<file path="src/core/spct_pkg.sv">
// Package with constants and types for the single pulse and capture timer.
package spct_pkg;
    localparam int CNT_W = 10;
    localparam int CTRL_W = 9;

    localparam logic [7:0] OFS_CTRL = 8'h00;
    localparam logic [7:0] OFS_CMPA = 8'h04;
    localparam logic [7:0] OFS_CMPP = 8'h08;
    localparam logic [7:0] OFS_COUNT = 8'h0C;
    localparam logic [7:0] OFS_STATUS = 8'h10;

    localparam int STAT_A_BIT = 0;
    localparam int STAT_P_BIT = 1;

    localparam logic [1:0] MODE_CAPTURE = 2'h1;
    localparam logic [1:0] MODE_PULSE = 2'h2;

    localparam logic [1:0] ACT_RISE = 2'h0;
    localparam logic [1:0] ACT_FALL = 2'h1;
    localparam logic [1:0] ACT_BOTH = 2'h2;
    localparam logic [1:0] ACT_NONE = 2'h3;

    localparam logic [CTRL_W-1:0] CTRL_RST = 9'h000;
    localparam logic [CNT_W-1:0] CNT_RST = 10'h000;
    localparam logic [CNT_W-1:0] CNT_MAX = 10'h3FF;
    localparam logic [2:0] SYNC_RST = 3'h0;
    localparam logic [31:0] DAT_RST = 32'h0000_0000;

    // Bit 0 is the run bit, bit 8 the output polarity.
    typedef struct packed {
        logic output_polarity;
        logic output_init_level;
        logic counter_clear_sel;
        logic capture_src_sel;
        logic pin_action_sel_hi;
        logic pin_action_sel_lo;
        logic timer_mode_sel_hi;
        logic timer_mode_sel_lo;
        logic counter_run;
    } spct_ctrl_t;

    typedef struct packed {
        logic flag_p;
        logic flag_a;
    } spct_stat_t;
endpackage

</file>
<file path="src/core/spct_core.sv">
// Single pulse and capture timer with a classic Wishbone register slave.
//
// Our own choices: the placing of the registers and the Wishbone register port.
`timescale 1ns/1ps
module spct_core (
    input wire logic clk_i,
    input wire logic rst_i,
    input wire logic wb_cyc_i,
    input wire logic wb_stb_i,
    input wire logic wb_we_i,
    input wire logic [7:0] wb_adr_i,
    input wire logic [3:0] wb_sel_i,
    input wire logic [31:0] wb_dat_i,
    output logic [31:0] wb_dat_o,
    output logic wb_ack_o,
    input wire logic ext_trigger_pin_i,
    input wire logic capture_pin_i,
    output logic pulse_out_o,
    output logic pulse_oe_o,
    output logic timer_irq_o
);
    localparam int W = spct_pkg::CNT_W;

    spct_pkg::spct_ctrl_t ctrl_reg;
    spct_pkg::spct_ctrl_t ctrl_next;
    spct_pkg::spct_stat_t stat_reg;
    logic [W-1:0] cnt_reg;
    logic [W-1:0] cmpa_reg;
    logic [W-1:0] cmpp_reg;
    logic run_d_reg;
    logic out_reg;
    logic ack_reg;
    logic [31:0] rdat_reg;
    logic [31:0] rd_mux;
    logic [31:0] wr_val;
    logic [1:0] pin_raw;
    logic [1:0] pin_rise;
    logic [1:0] pin_fall;
    logic [1:0] mode;
    logic [1:0] act;
    logic is_pulse;
    logic is_capt;
    logic bus_req;
    logic bus_wr;
    logic run_rise;
    logic match_a;
    logic pulse_end;
    logic trig_evt;
    logic src_rise;
    logic src_fall;
    logic cap_evt;
    logic p_wrap;
    logic clr_a;
    logic clr_p;

    function automatic logic hit(input logic [7:0] a, input logic [7:0] ofs);
        return a[7:2] == ofs[7:2];
    endfunction

    function automatic logic [31:0] merge(input logic [31:0] old_v,
                                          input logic [31:0] new_v,
                                          input logic [3:0] sel);
        logic [31:0] r;
        r = old_v;
        for (int i = 0; i < 4; i++) begin
            if (sel[i]) begin
                r[8*i +: 8] = new_v[8*i +: 8];
            end
        end
        return r;
    endfunction

    // Index 0 is the trigger pin, index 1 the capture pin.
    assign pin_raw = {capture_pin_i, ext_trigger_pin_i};

    // The capture pin is watched even while pulse_oe_o drives it.
    genvar g;
    for (g = 0; g < 2; g++) begin : g_sync
        logic [2:0] sh_reg;
        logic lvl_reg;
        logic prev_reg;
        always_ff @(posedge clk_i) begin
            if (rst_i) begin
                sh_reg <= spct_pkg::SYNC_RST;
                lvl_reg <= 1'b0;
                prev_reg <= 1'b0;
            end else begin
                sh_reg <= {sh_reg[1:0], pin_raw[g]};
                if (sh_reg[1] == sh_reg[2]) begin
                    lvl_reg <= sh_reg[2];
                end
                prev_reg <= lvl_reg;
            end
        end
        assign pin_rise[g] = lvl_reg & ~prev_reg;
        assign pin_fall[g] = ~lvl_reg & prev_reg;
    end

    assign mode = {ctrl_reg.timer_mode_sel_hi, ctrl_reg.timer_mode_sel_lo};
    assign act = {ctrl_reg.pin_action_sel_hi, ctrl_reg.pin_action_sel_lo};
    assign is_pulse = mode == spct_pkg::MODE_PULSE;
    assign is_capt = mode == spct_pkg::MODE_CAPTURE;

    // Register bus: ack one cycle after the request, write on the ack edge.
    assign bus_req = wb_cyc_i & wb_stb_i;
    assign bus_wr = bus_req & wb_we_i & ack_reg;
    assign wb_ack_o = ack_reg;
    assign wb_dat_o = rdat_reg;

    always_ff @(posedge clk_i) begin
        if (rst_i) begin
            ack_reg <= 1'b0;
        end else begin
            ack_reg <= bus_req & ~ack_reg;
        end
    end

    always_comb begin
        rd_mux = spct_pkg::DAT_RST;
        if (hit(wb_adr_i, spct_pkg::OFS_CTRL)) begin
            rd_mux[spct_pkg::CTRL_W-1:0] = ctrl_reg;
        end else if (hit(wb_adr_i, spct_pkg::OFS_CMPA)) begin
            rd_mux[W-1:0] = cmpa_reg;
        end else if (hit(wb_adr_i, spct_pkg::OFS_CMPP)) begin
            rd_mux[W-1:0] = cmpp_reg;
        end else if (hit(wb_adr_i, spct_pkg::OFS_COUNT)) begin
            rd_mux[W-1:0] = cnt_reg;
        end else if (hit(wb_adr_i, spct_pkg::OFS_STATUS)) begin
            rd_mux[1:0] = stat_reg;
        end
    end

    always_ff @(posedge clk_i) begin
        if (rst_i) begin
            rdat_reg <= spct_pkg::DAT_RST;
        end else if (bus_req & ~ack_reg) begin
            rdat_reg <= rd_mux;
        end
    end

    assign wr_val = merge(rd_mux, wb_dat_i, wb_sel_i);

    // Timer events; the compare matches skip the run-rise cycle, the count is stale then.
    assign run_rise = ctrl_reg.counter_run & ~run_d_reg;
    assign match_a = cnt_reg == cmpa_reg;
    assign pulse_end = is_pulse & ctrl_reg.counter_run & ~run_rise
                       & match_a;
    assign trig_evt = is_pulse & pin_rise[0];
    assign src_rise = ctrl_reg.capture_src_sel ? pin_rise[0]
                                               : pin_rise[1];
    assign src_fall = ctrl_reg.capture_src_sel ? pin_fall[0]
                                               : pin_fall[1];
    always_comb begin
        unique case (act)
            spct_pkg::ACT_RISE: cap_evt = src_rise;
            spct_pkg::ACT_FALL: cap_evt = src_fall;
            spct_pkg::ACT_BOTH: cap_evt = src_rise | src_fall;
            spct_pkg::ACT_NONE: cap_evt = 1'b0;
        endcase
        cap_evt = cap_evt & is_capt;
    end
    // Compare P of zero lets the count wrap from the all-ones value.
    assign p_wrap = is_capt & ctrl_reg.counter_run & ~run_rise
                    & ((cmpp_reg != spct_pkg::CNT_RST) ? cnt_reg == cmpp_reg
                       : cnt_reg == spct_pkg::CNT_MAX);

    // A trigger edge wins over a match or a write in the same cycle.
    always_comb begin
        ctrl_next = ctrl_reg;
        if (bus_wr && hit(wb_adr_i, spct_pkg::OFS_CTRL)) begin
            ctrl_next = wr_val[spct_pkg::CTRL_W-1:0];
        end
        if (pulse_end) begin
            ctrl_next.counter_run = 1'b0;
        end
        if (trig_evt) begin
            ctrl_next.counter_run = 1'b1;
        end
    end

    always_ff @(posedge clk_i) begin
        if (rst_i) begin
            ctrl_reg <= spct_pkg::CTRL_RST;
            run_d_reg <= 1'b0;
        end else begin
            ctrl_reg <= ctrl_next;
            run_d_reg <= ctrl_reg.counter_run;
        end
    end

    // Compare P and the clear select bit play no part in pulse mode.
    always_ff @(posedge clk_i) begin
        if (rst_i) begin
            cnt_reg <= spct_pkg::CNT_RST;
        end else if (run_rise) begin
            cnt_reg <= spct_pkg::CNT_RST;
        end else if (p_wrap) begin
            cnt_reg <= spct_pkg::CNT_RST;
        end else if (ctrl_reg.counter_run & (is_capt | is_pulse)) begin
            cnt_reg <= cnt_reg + 10'h001;
        end
    end

    // A capture beats a software write to compare A in the same cycle.
    always_ff @(posedge clk_i) begin
        if (rst_i) begin
            cmpa_reg <= spct_pkg::CNT_RST;
        end else if (cap_evt) begin
            cmpa_reg <= cnt_reg;
        end else if (bus_wr && hit(wb_adr_i, spct_pkg::OFS_CMPA)) begin
            cmpa_reg <= wr_val[W-1:0];
        end
    end

    always_ff @(posedge clk_i) begin
        if (rst_i) begin
            cmpp_reg <= spct_pkg::CNT_RST;
        end else if (bus_wr && hit(wb_adr_i, spct_pkg::OFS_CMPP)) begin
            cmpp_reg <= wr_val[W-1:0];
        end
    end

    // Flags are write-one-to-clear, and a new event beats the clear.
    assign clr_a = bus_wr & hit(wb_adr_i, spct_pkg::OFS_STATUS)
                   & wr_val[spct_pkg::STAT_A_BIT];
    assign clr_p = bus_wr & hit(wb_adr_i, spct_pkg::OFS_STATUS)
                   & wr_val[spct_pkg::STAT_P_BIT];

    always_ff @(posedge clk_i) begin
        if (rst_i) begin
            stat_reg <= '0;
        end else begin
            stat_reg.flag_a <= (pulse_end | cap_evt)
                               | (stat_reg.flag_a & ~clr_a);
            stat_reg.flag_p <= p_wrap
                               | (stat_reg.flag_p & ~clr_p);
        end
    end

    assign timer_irq_o = stat_reg.flag_a | stat_reg.flag_p;

    // The run bit's next value drives the pin, so both edges line up.
    always_ff @(posedge clk_i) begin
        if (rst_i) begin
            out_reg <= 1'b0;
        end else begin
            out_reg <= (ctrl_next.counter_run
                        ? ctrl_next.output_init_level
                        : ~ctrl_next.output_init_level)
                       ^ ctrl_next.output_polarity;
        end
    end

    assign pulse_out_o = out_reg;
    assign pulse_oe_o = is_pulse;
endmodule // spct_core

</file>
<file path="config.mk">
export PLATFORM = sky130hd
export DESIGN_NAME = spct_core
export DESIGN_NICKNAME = d
export VERILOG_FILES = /design/src/core/spct_pkg.sv /design/src/core/spct_core.sv
export SDC_FILE = /design/constraint.sdc
export NUM_CORES = 1
export LEC_CHECK = 0
export BUFFER_PORTS_ARGS = -buffer_cell sky130_fd_sc_hd__buf_4
export CAP_MARGIN = 20
export CELL_PAD_IN_SITES_DETAIL_PLACEMENT = 1
export CELL_PAD_IN_SITES_GLOBAL_PLACEMENT = 2
export CORE_MARGIN = 8
export CORE_UTILIZATION = 34
export DETAILED_ROUTE_END_ITERATION = 12
export PLACE_DENSITY_LB_ADDON = 0.25
export SLEW_MARGIN = 15
export SYNTH_ARGS = -nofsm -noshare
export SYNTH_HDL_FRONTEND = slang
export SYNTH_SLANG_ARGS = --single-unit
</file>
<file path="constraint.sdc">
create_clock -name clk_i -period 6.1 [get_ports clk_i]
set_input_delay 0.915 -clock clk_i [delete_from_list [all_inputs] [get_ports clk_i]]
set_output_delay 0.915 -clock clk_i [all_outputs]
set_load 0.02 [all_outputs]
</file>
==> results by group, run 1 <==
Outcome
  • Outcome: complete, no violations

Setup path
  • Worst reg2reg startpoint: cmpp_reg[9]
  • CP Launch Type: primary input
  • Worst reg2reg setup slack: 3.73 ns
  • Crit path DAT: 3.02 ns
  • Setup crit end kind: register
  • CP Max Fanout: 21
  • Worst-case reg-to-reg path depth: 6
  • Worst path required time: 6.38 ns
  • R2R Path End: cnt_reg[1]
  • Setup CP Type: primary input to register

Floorplanning
  • Chip Height: 120 um
  • Starting Density: 34.3%
  • IO Count: 87
  • Die extent in x: 120 um
  • Die Footprint: 14400 um^2
  • Rows: 38
  • Core box area: 10700 um^2

Cells and area
  • Area grow syn2layout: 11.6%
  • Share of layout cells above drive strength 1: 16.2%
  • Fill count: 1302
  • Post-layout util: 38.3%
  • Layout net count: 500
  • Ant diodes: 0
  • Post-Layout Cell Count: 591

Hold path
  • HP Start: g_sync[1].sh_reg[0]
  • Worst Hold Endpoint: g_sync[1].sh_reg[1]
  • Worst hold path class: register to register
  • WHS Path Cells: 1

Synth
  • EDFF count, synth: 0
  • Syn Area/Cell: 8.55 um^2
  • Most frequent cell after synthesis: nor2_1
  • Synth top area cells: dfxtp_1, nor2_1, buf_4
  • Synth Warn #: 0
  • Fraction of registers with async set/reset: 0%
  • Post-synthesis cell area: 3670 um^2
  • Mapped Cells: 429
  • Commonest register cell after synthesis: dfxtp_1
  • Distinct cells, synth: 62
  • Seq/Total Area, Yosys: 34.9%
  • #FFs+latches synth: 64
  • Yosys top cell by area: dfxtp_1
  • Top post-synthesis cells by count: nor2_1, dfxtp_1, buf_4
  • Top-area cell type share of the netlist area: 34.9%

STA
  • Fin. Hold Viols: 0
  • Final Critical Period: 2.74 ns
  • Slew Viols, Final: 0
  • Max_slew headroom: 31.2%
  • # setup viols final: 0
  • Fmax: 365 MHz
  • Worst Tran Pin Value: 1.02 ns
  • Post-Route Skew: 0.0165 ns
  • Fin crit share: 44.9%
  • TNS Setup: 0 ns
  • RSZ-0062 raised after global routing: false

CTS
  • Num Clock Sinks: 64
  • PostCTS Resize Cnt: 0
  • Clk root buf: clkbuf_8
  • CTS tree: done
  • Clock H-tree levels: 3
  • Max Root-Sink Buffers: 2
  • Setup bufs post-CTS: 0
  • # hold bufs at CTS: 0
  • Clock slew at reported path FFs: 0.08 ns
  • TritonCTS buffer count: 9
  • Insertion delay to the later sink of the worst-skew pair: 0.36 ns

Flow run
  • Max Cap Viol: 0

Detailed routing
  • WL/cell: 17.8 um
  • Drt first-iter violations: 135
  • Vias/cell: 5.30
  • Pre-Repair DR Iteration Count: 4
  • DRC: 0
  • DRT Wirelength: 10.5 mm
  • Routed via count: 3134
  • Antenna-violating nets left: 0

Global route
  • Global-route wire length before repair: 16.8 mm
  • Largest net degree at the start of global routing: 58
  • Vias in the first global route: 3117
  • Total global-route track usage: 14.9%
  • Initial antenna violation count: 0
  • Total gr overflow: 0

Pwr
  • Total power per unit cell area: 214 nW/um^2
  • Peak supply drop: 122 uV
  • Leakage power: 0.00161 uW

Place
  • IO buf count: 38
  • Routability congestion estimate: 0.755
  • Post-DP HPWL: 7.67 mm
  • Placed cells: 575
==> layer usage <==
layer  vias to the layer above  GRT usage (%)  part of all wire (%)
li1                       1500              -                     -
met1                      1545           18.2                    46
met2                        74           24.1                    47
met4                         0           5.85                   1.6
met3                        15           4.42                   5.3
met5                         -              0                     0
==> stage by stage <==
step           cell area [um^2]  hold slack, ns  power [uW]  worst slack, ns
4_1_cts                    4100           0.442         889             3.35
6_report                   4100           0.439         878             3.36
5_1_grt                    4100           0.467         913             3.21
2_1_floorplan              3750           0.414         483             3.58
3_5_place_dp               3890           0.426         494             2.97
3_3_place_gp               3890           0.421         493             2.98
==> critical path, cell delays in order <==
cell	delay, ns
buf_4	0.15
nor4_2	0.25
buf_4	0.24
and3_1	0.72
nor3b_1	0.32
o32ai_2	0.15
a21o_1	0.17
a21oi_1	0.12
==> final cells by class <==
type | instances | area (um^2) | share of cell area (%)
clock buffers | 12 | 155 | 3.79
clock inverters | 4 | 52.6 | 1.28
inverters | 6 | 22.5 | 0.550
multi-input cells | 325 | 2110 | 51.5
flip-flops and latches | 64 | 1280 | 31.3
well taps | 140 | 175 | 4.28
repair buffers | 40 | 300 | 7.33
==> cells in the final DEF, fill, tap and decap left out, types with 3 or more instances in the layout <==
master	count
nor2_1	68
dfxtp_1	64
buf_4	40
nand2_1	27
a21oi_1	25
conb_1	22
a211oi_1	16
nor2b_1	15
nor3_1	14
xor2_1	14
mux2i_1	13
clkbuf_8	11
xnor2_1	9
inv_1	6
mux4_2	6
o21a_1	6
o21ai_0	6
o22ai_1	6
nand3_1	6
and3_1	5
nand2b_1	5
nor3b_1	4
nor4_2	3
and3b_1	3
a22oi_1	3
a21o_1	3
nor4_1	3
a32oi_1	3
ha_1	3
clkinvlp_4	3
==> logic make-up after synthesis <==
family / after synthesis / synth area share, %
AND/OR/NAND/NOR: 169 / 23.5
AO/OA/AOI/OAI: 86 / 16.5
flip-flops: 64 / 34.9
buffers and inverters: 61 / 9.92
XOR/XNOR: 23 / 5.49
multiplexers: 22 / 8.56
adder cells (fa/ha/maj): 3 / 1.02
other: 1 / 0.102
==> worst max path at each step <==
stage,startpoint,endpoint,slack (ns),cells after the start
after CTS,wb_adr_i[2],pulse_out_o,3.35,7
after floorplan,wb_adr_i[3],pulse_out_o,3.58,7
after detailed placement,wb_adr_i[2],pulse_out_o,2.97,7
after global placement,wb_adr_i[2],pulse_out_o,2.98,7
after global routing,wb_adr_i[2],pulse_out_o,3.21,7
final,wb_adr_i[4],pulse_out_o,3.36,8
==> where the power goes <==
group          internal, uW  switching [uW]  leakage (uW)
Sequential              420           0.887      0.000517
Combinational          20.5            42.8       0.00100
Clock                   211             183     0.0000948
Power figures use the tool's default switching activity.
==> run 2: changes to the inputs <==
CORE_UTILIZATION = 28   (was 34)
clock period = 2.2 ns   (was 6.1 ns; I/O delays follow)
==> results by group, run 2 (synthesis results as in run 1) <==
Place
  • IO buf count: 38 (unchanged)
  • Dpl ws: 0.129 ns (was 2.97 ns)
  • Area after DPL: 4150 um^2 (was 3890 um^2)
  • Routability congestion estimate: 0.802 (was 0.755)
  • Post-DP HPWL: 8.28 mm (was 7.67 mm)

Global route
  • Met3 Usage GRT: 3.61% (was 4.42%)
  • Largest net degree at the start of global routing: 58 (unchanged)
  • Vias in the first global route: 3313 (was 3117)
  • GRT met1 Usage: 17.0% (was 18.2%)
  • GR Util met2: 21.9% (was 24.1%)
  • Initial antenna violation count: 1 (was 0)
  • Total global-route track usage: 13.5% (was 14.9%)
  • Busiest metal layer after global routing: met2 (unchanged)
  • Total gr overflow: 0 (unchanged)
  • Global-route wire length before repair: 17.9 mm (was 16.8 mm)

STA
  • Slew Viols, Final: 0 (unchanged)
  • RSZ-0062 raised after global routing: false (unchanged)
  • Worst Hold Margin: 0.208 ns (was 0.439 ns)
  • Post-Route Skew: 0.00624 ns (was 0.0165 ns)
  • Max_slew headroom: 58.7% (was 31.2%)
  • TNS Setup: 0 ns (unchanged)
  • Fin. Hold Viols: 0 (unchanged)
  • Fmax: 499 MHz
  • Fin crit share: 91.1%
  • Worst Tran Pin Value: 0.620 ns (was 1.02 ns)
  • Final Critical Period: 2.01 ns
  • Setup WS post-layout: 0.195 ns (was 3.36 ns)
  • # setup viols final: 0 (unchanged)

Pwr
  • Total power per unit cell area: 681 nW/um^2 (was 214 nW/um^2)
  • Leakage power: 0.00182 uW (was 0.00161 uW)
  • Pint: 2370 uW (was 652 uW)
  • Switching Fraction: 22.6% (was 25.8%)
  • Sequential cell fraction of total power: 38.1% (was 47.9%)
  • Clk pwr share: 55.9% (was 44.9%)
  • Logic pwr share: 6.0% (was 7.2%)
  • Sw power: 692 uW (was 227 uW)
  • Power Total: 3070 uW (was 878 uW)
  • Peak supply drop: 307 uV (was 122 uV)

Cells and area
  • Storage cell area: 1280 um^2 (unchanged)
  • Area occupied by multi-input gates: 2110 um^2 (about the same)
  • Ant diodes: 0 (unchanged)
  • Most frequent cells in the layout: nor2_1, dfxtp_1, buf_4 (unchanged)
  • Share of layout cells above drive strength 1: 21.0% (was 16.2%)
  • Fill count: 1559 (was 1302)
  • Area grow syn2layout: 22.7% (was 11.6%)
  • Final instance area: 4500 um^2 (was 4100 um^2)
  • Layout net count: 525 (was 500)
  • Most common cell after layout, fill and taps aside: nor2_1 (unchanged)

Floorplanning
  • Rows: 42 (was 38)
  • Starting Density: 28.1% (was 34.3%)
  • Die Footprint: 17000 um^2 (was 14400 um^2)
  • Chip Height: 130 um (was 120 um)
  • IO Count: 87 (unchanged)
  • Core box area: 13000 um^2 (was 10700 um^2)
  • Die extent in x: 130 um (was 120 um)

Detailed routing
  • Vias/cell: 4.81 (was 5.30)
  • DRC: 0 (unchanged)
  • DRT Wirelength: 11.0 mm (was 10.5 mm)
  • Routed via count: 3139 (was 3134)
  • Drt first-iter violations: 142 (was 135)
  • WL/cell: 16.8 um (was 17.8 um)
  • Pre-Repair DR Iteration Count: 4 (unchanged)
  • Antenna-violating nets left: 0 (unchanged)

CTS
  • Clk root buf: clkbuf_16 (was clkbuf_8)
  • # hold bufs at CTS: 0 (unchanged)
  • Clock slew at reported path FFs: 0.06 ns (was 0.08 ns)
  • CTS tree: done (unchanged)
  • Max Root-Sink Buffers: 2 (unchanged)
  • Num Clock Sinks: 64 (unchanged)
  • Clock H-tree levels: 3 (unchanged)
  • Insertion delay to the later sink of the worst-skew pair: 0.33 ns (was 0.36 ns)
  • TritonCTS buffer count: 9 (unchanged)

Setup path
  • CP Launch Type: register (was primary input)
  • Worst path required time: 2.40 ns (was 6.38 ns)
  • Worst-case reg-to-reg path depth: 7 (was 6)
  • R2R Path End: cnt_reg[6] (was cnt_reg[1])
  • Worst reg2reg setup slack: 0.19 ns (was 3.73 ns)
  • Crit path DAT: 2.21 ns (was 3.02 ns)
  • Setup CP Type: register to register (was primary input to register)
  • Worst reg2reg startpoint: cmpp_reg[6] (was cmpp_reg[9])
  • CP Max Fanout: 10 (was 21)
  • Setup crit end kind: register (unchanged)

Outcome
  • Outcome: complete, no violations (unchanged)

Flow run
  • Max Cap Viol: 0 (unchanged)

Hold path
  • Worst hold path class: primary input to register (was register to register)
  • Worst Hold Endpoint: g_sync[0].sh_reg[0] (was g_sync[1].sh_reg[1])
  • WHS Path Cells: 2 (was 1)
  • HP Start: ext_trigger_pin_i (was g_sync[1].sh_reg[0])
## run 2: changes by cell type in the layout (fill, tap and decap cells not counted), sizes merged
cell      before  now
clkbuf        12   10
buf           40   65
bufinv         1    3
inv            6    7
clkinvlp       3    1
clkinv         0    1
## run 2: worst max-delay path by stage
stage,startpoint,endpoint,slack [ns],depth (start not counted)
after floorplan,wb_adr_i[3],pulse_out_o,0.26,7
after global placement,cmpp_reg[6],cnt_reg[6],0.13,7
after detailed placement,cmpp_reg[5],cnt_reg[6],0.13,7
after CTS,cmpp_reg[6],cnt_reg[6],0.13,7
after global routing,cmpp_reg[6],cnt_reg[6],0.005,8
final,cmpp_reg[6],cnt_reg[6],0.19,7
## run 2: area by class of cell
cell class	count	share of cell area (%)
clock inverters	6	2.56
well taps	176	4.89
clock buffers	10	5.31
multi-input cells	325	46.9
inverters	6	0.500
repair buffers	65	11.4
flip-flops and latches	64	28.5
## run 2: power groups by stage
stage | combinational, uW | sequential [uW] | clock, uW
after detailed placement | 183 | 1190 | 0
after floorplan | 143 | 1200 | 0
after CTS | 184 | 1170 | 1750
final | 184 | 1170 | 1710
after global placement | 182 | 1190 | 0
after global routing | 202 | 1170 | 1800
## run 2: timing repair
item | CTS | global route
gates resized for setup | 0 | 1
setup endpoints to repair | 0 | 10
setup buffers | 0 | 0
## run 2: stage by stage
stage,utilization (%),cells
floorplan,-,450
global placement,31.8,636
detailed placement,31.8,636
CTS,34.5,652
global route,34.5,652
finish,34.5,652
## run 2: metal layers
metal  part of all wire [%]  up-vias
li1                       -     1556
met1                     47     1512
met2                     46       54
met3                    5.6       15
met4                    1.5        2
met5                   0.12        -
## run 2: critical path: stages, from the launching register on
cell and delay [ns]:
dfxtp_1 0.33, nor4_2 0.42, and3_2 0.34, o2111a_1 0.22, o211ai_2 0.13, nor4_4 0.15, buf_4 0.21, nor3_1 0.07
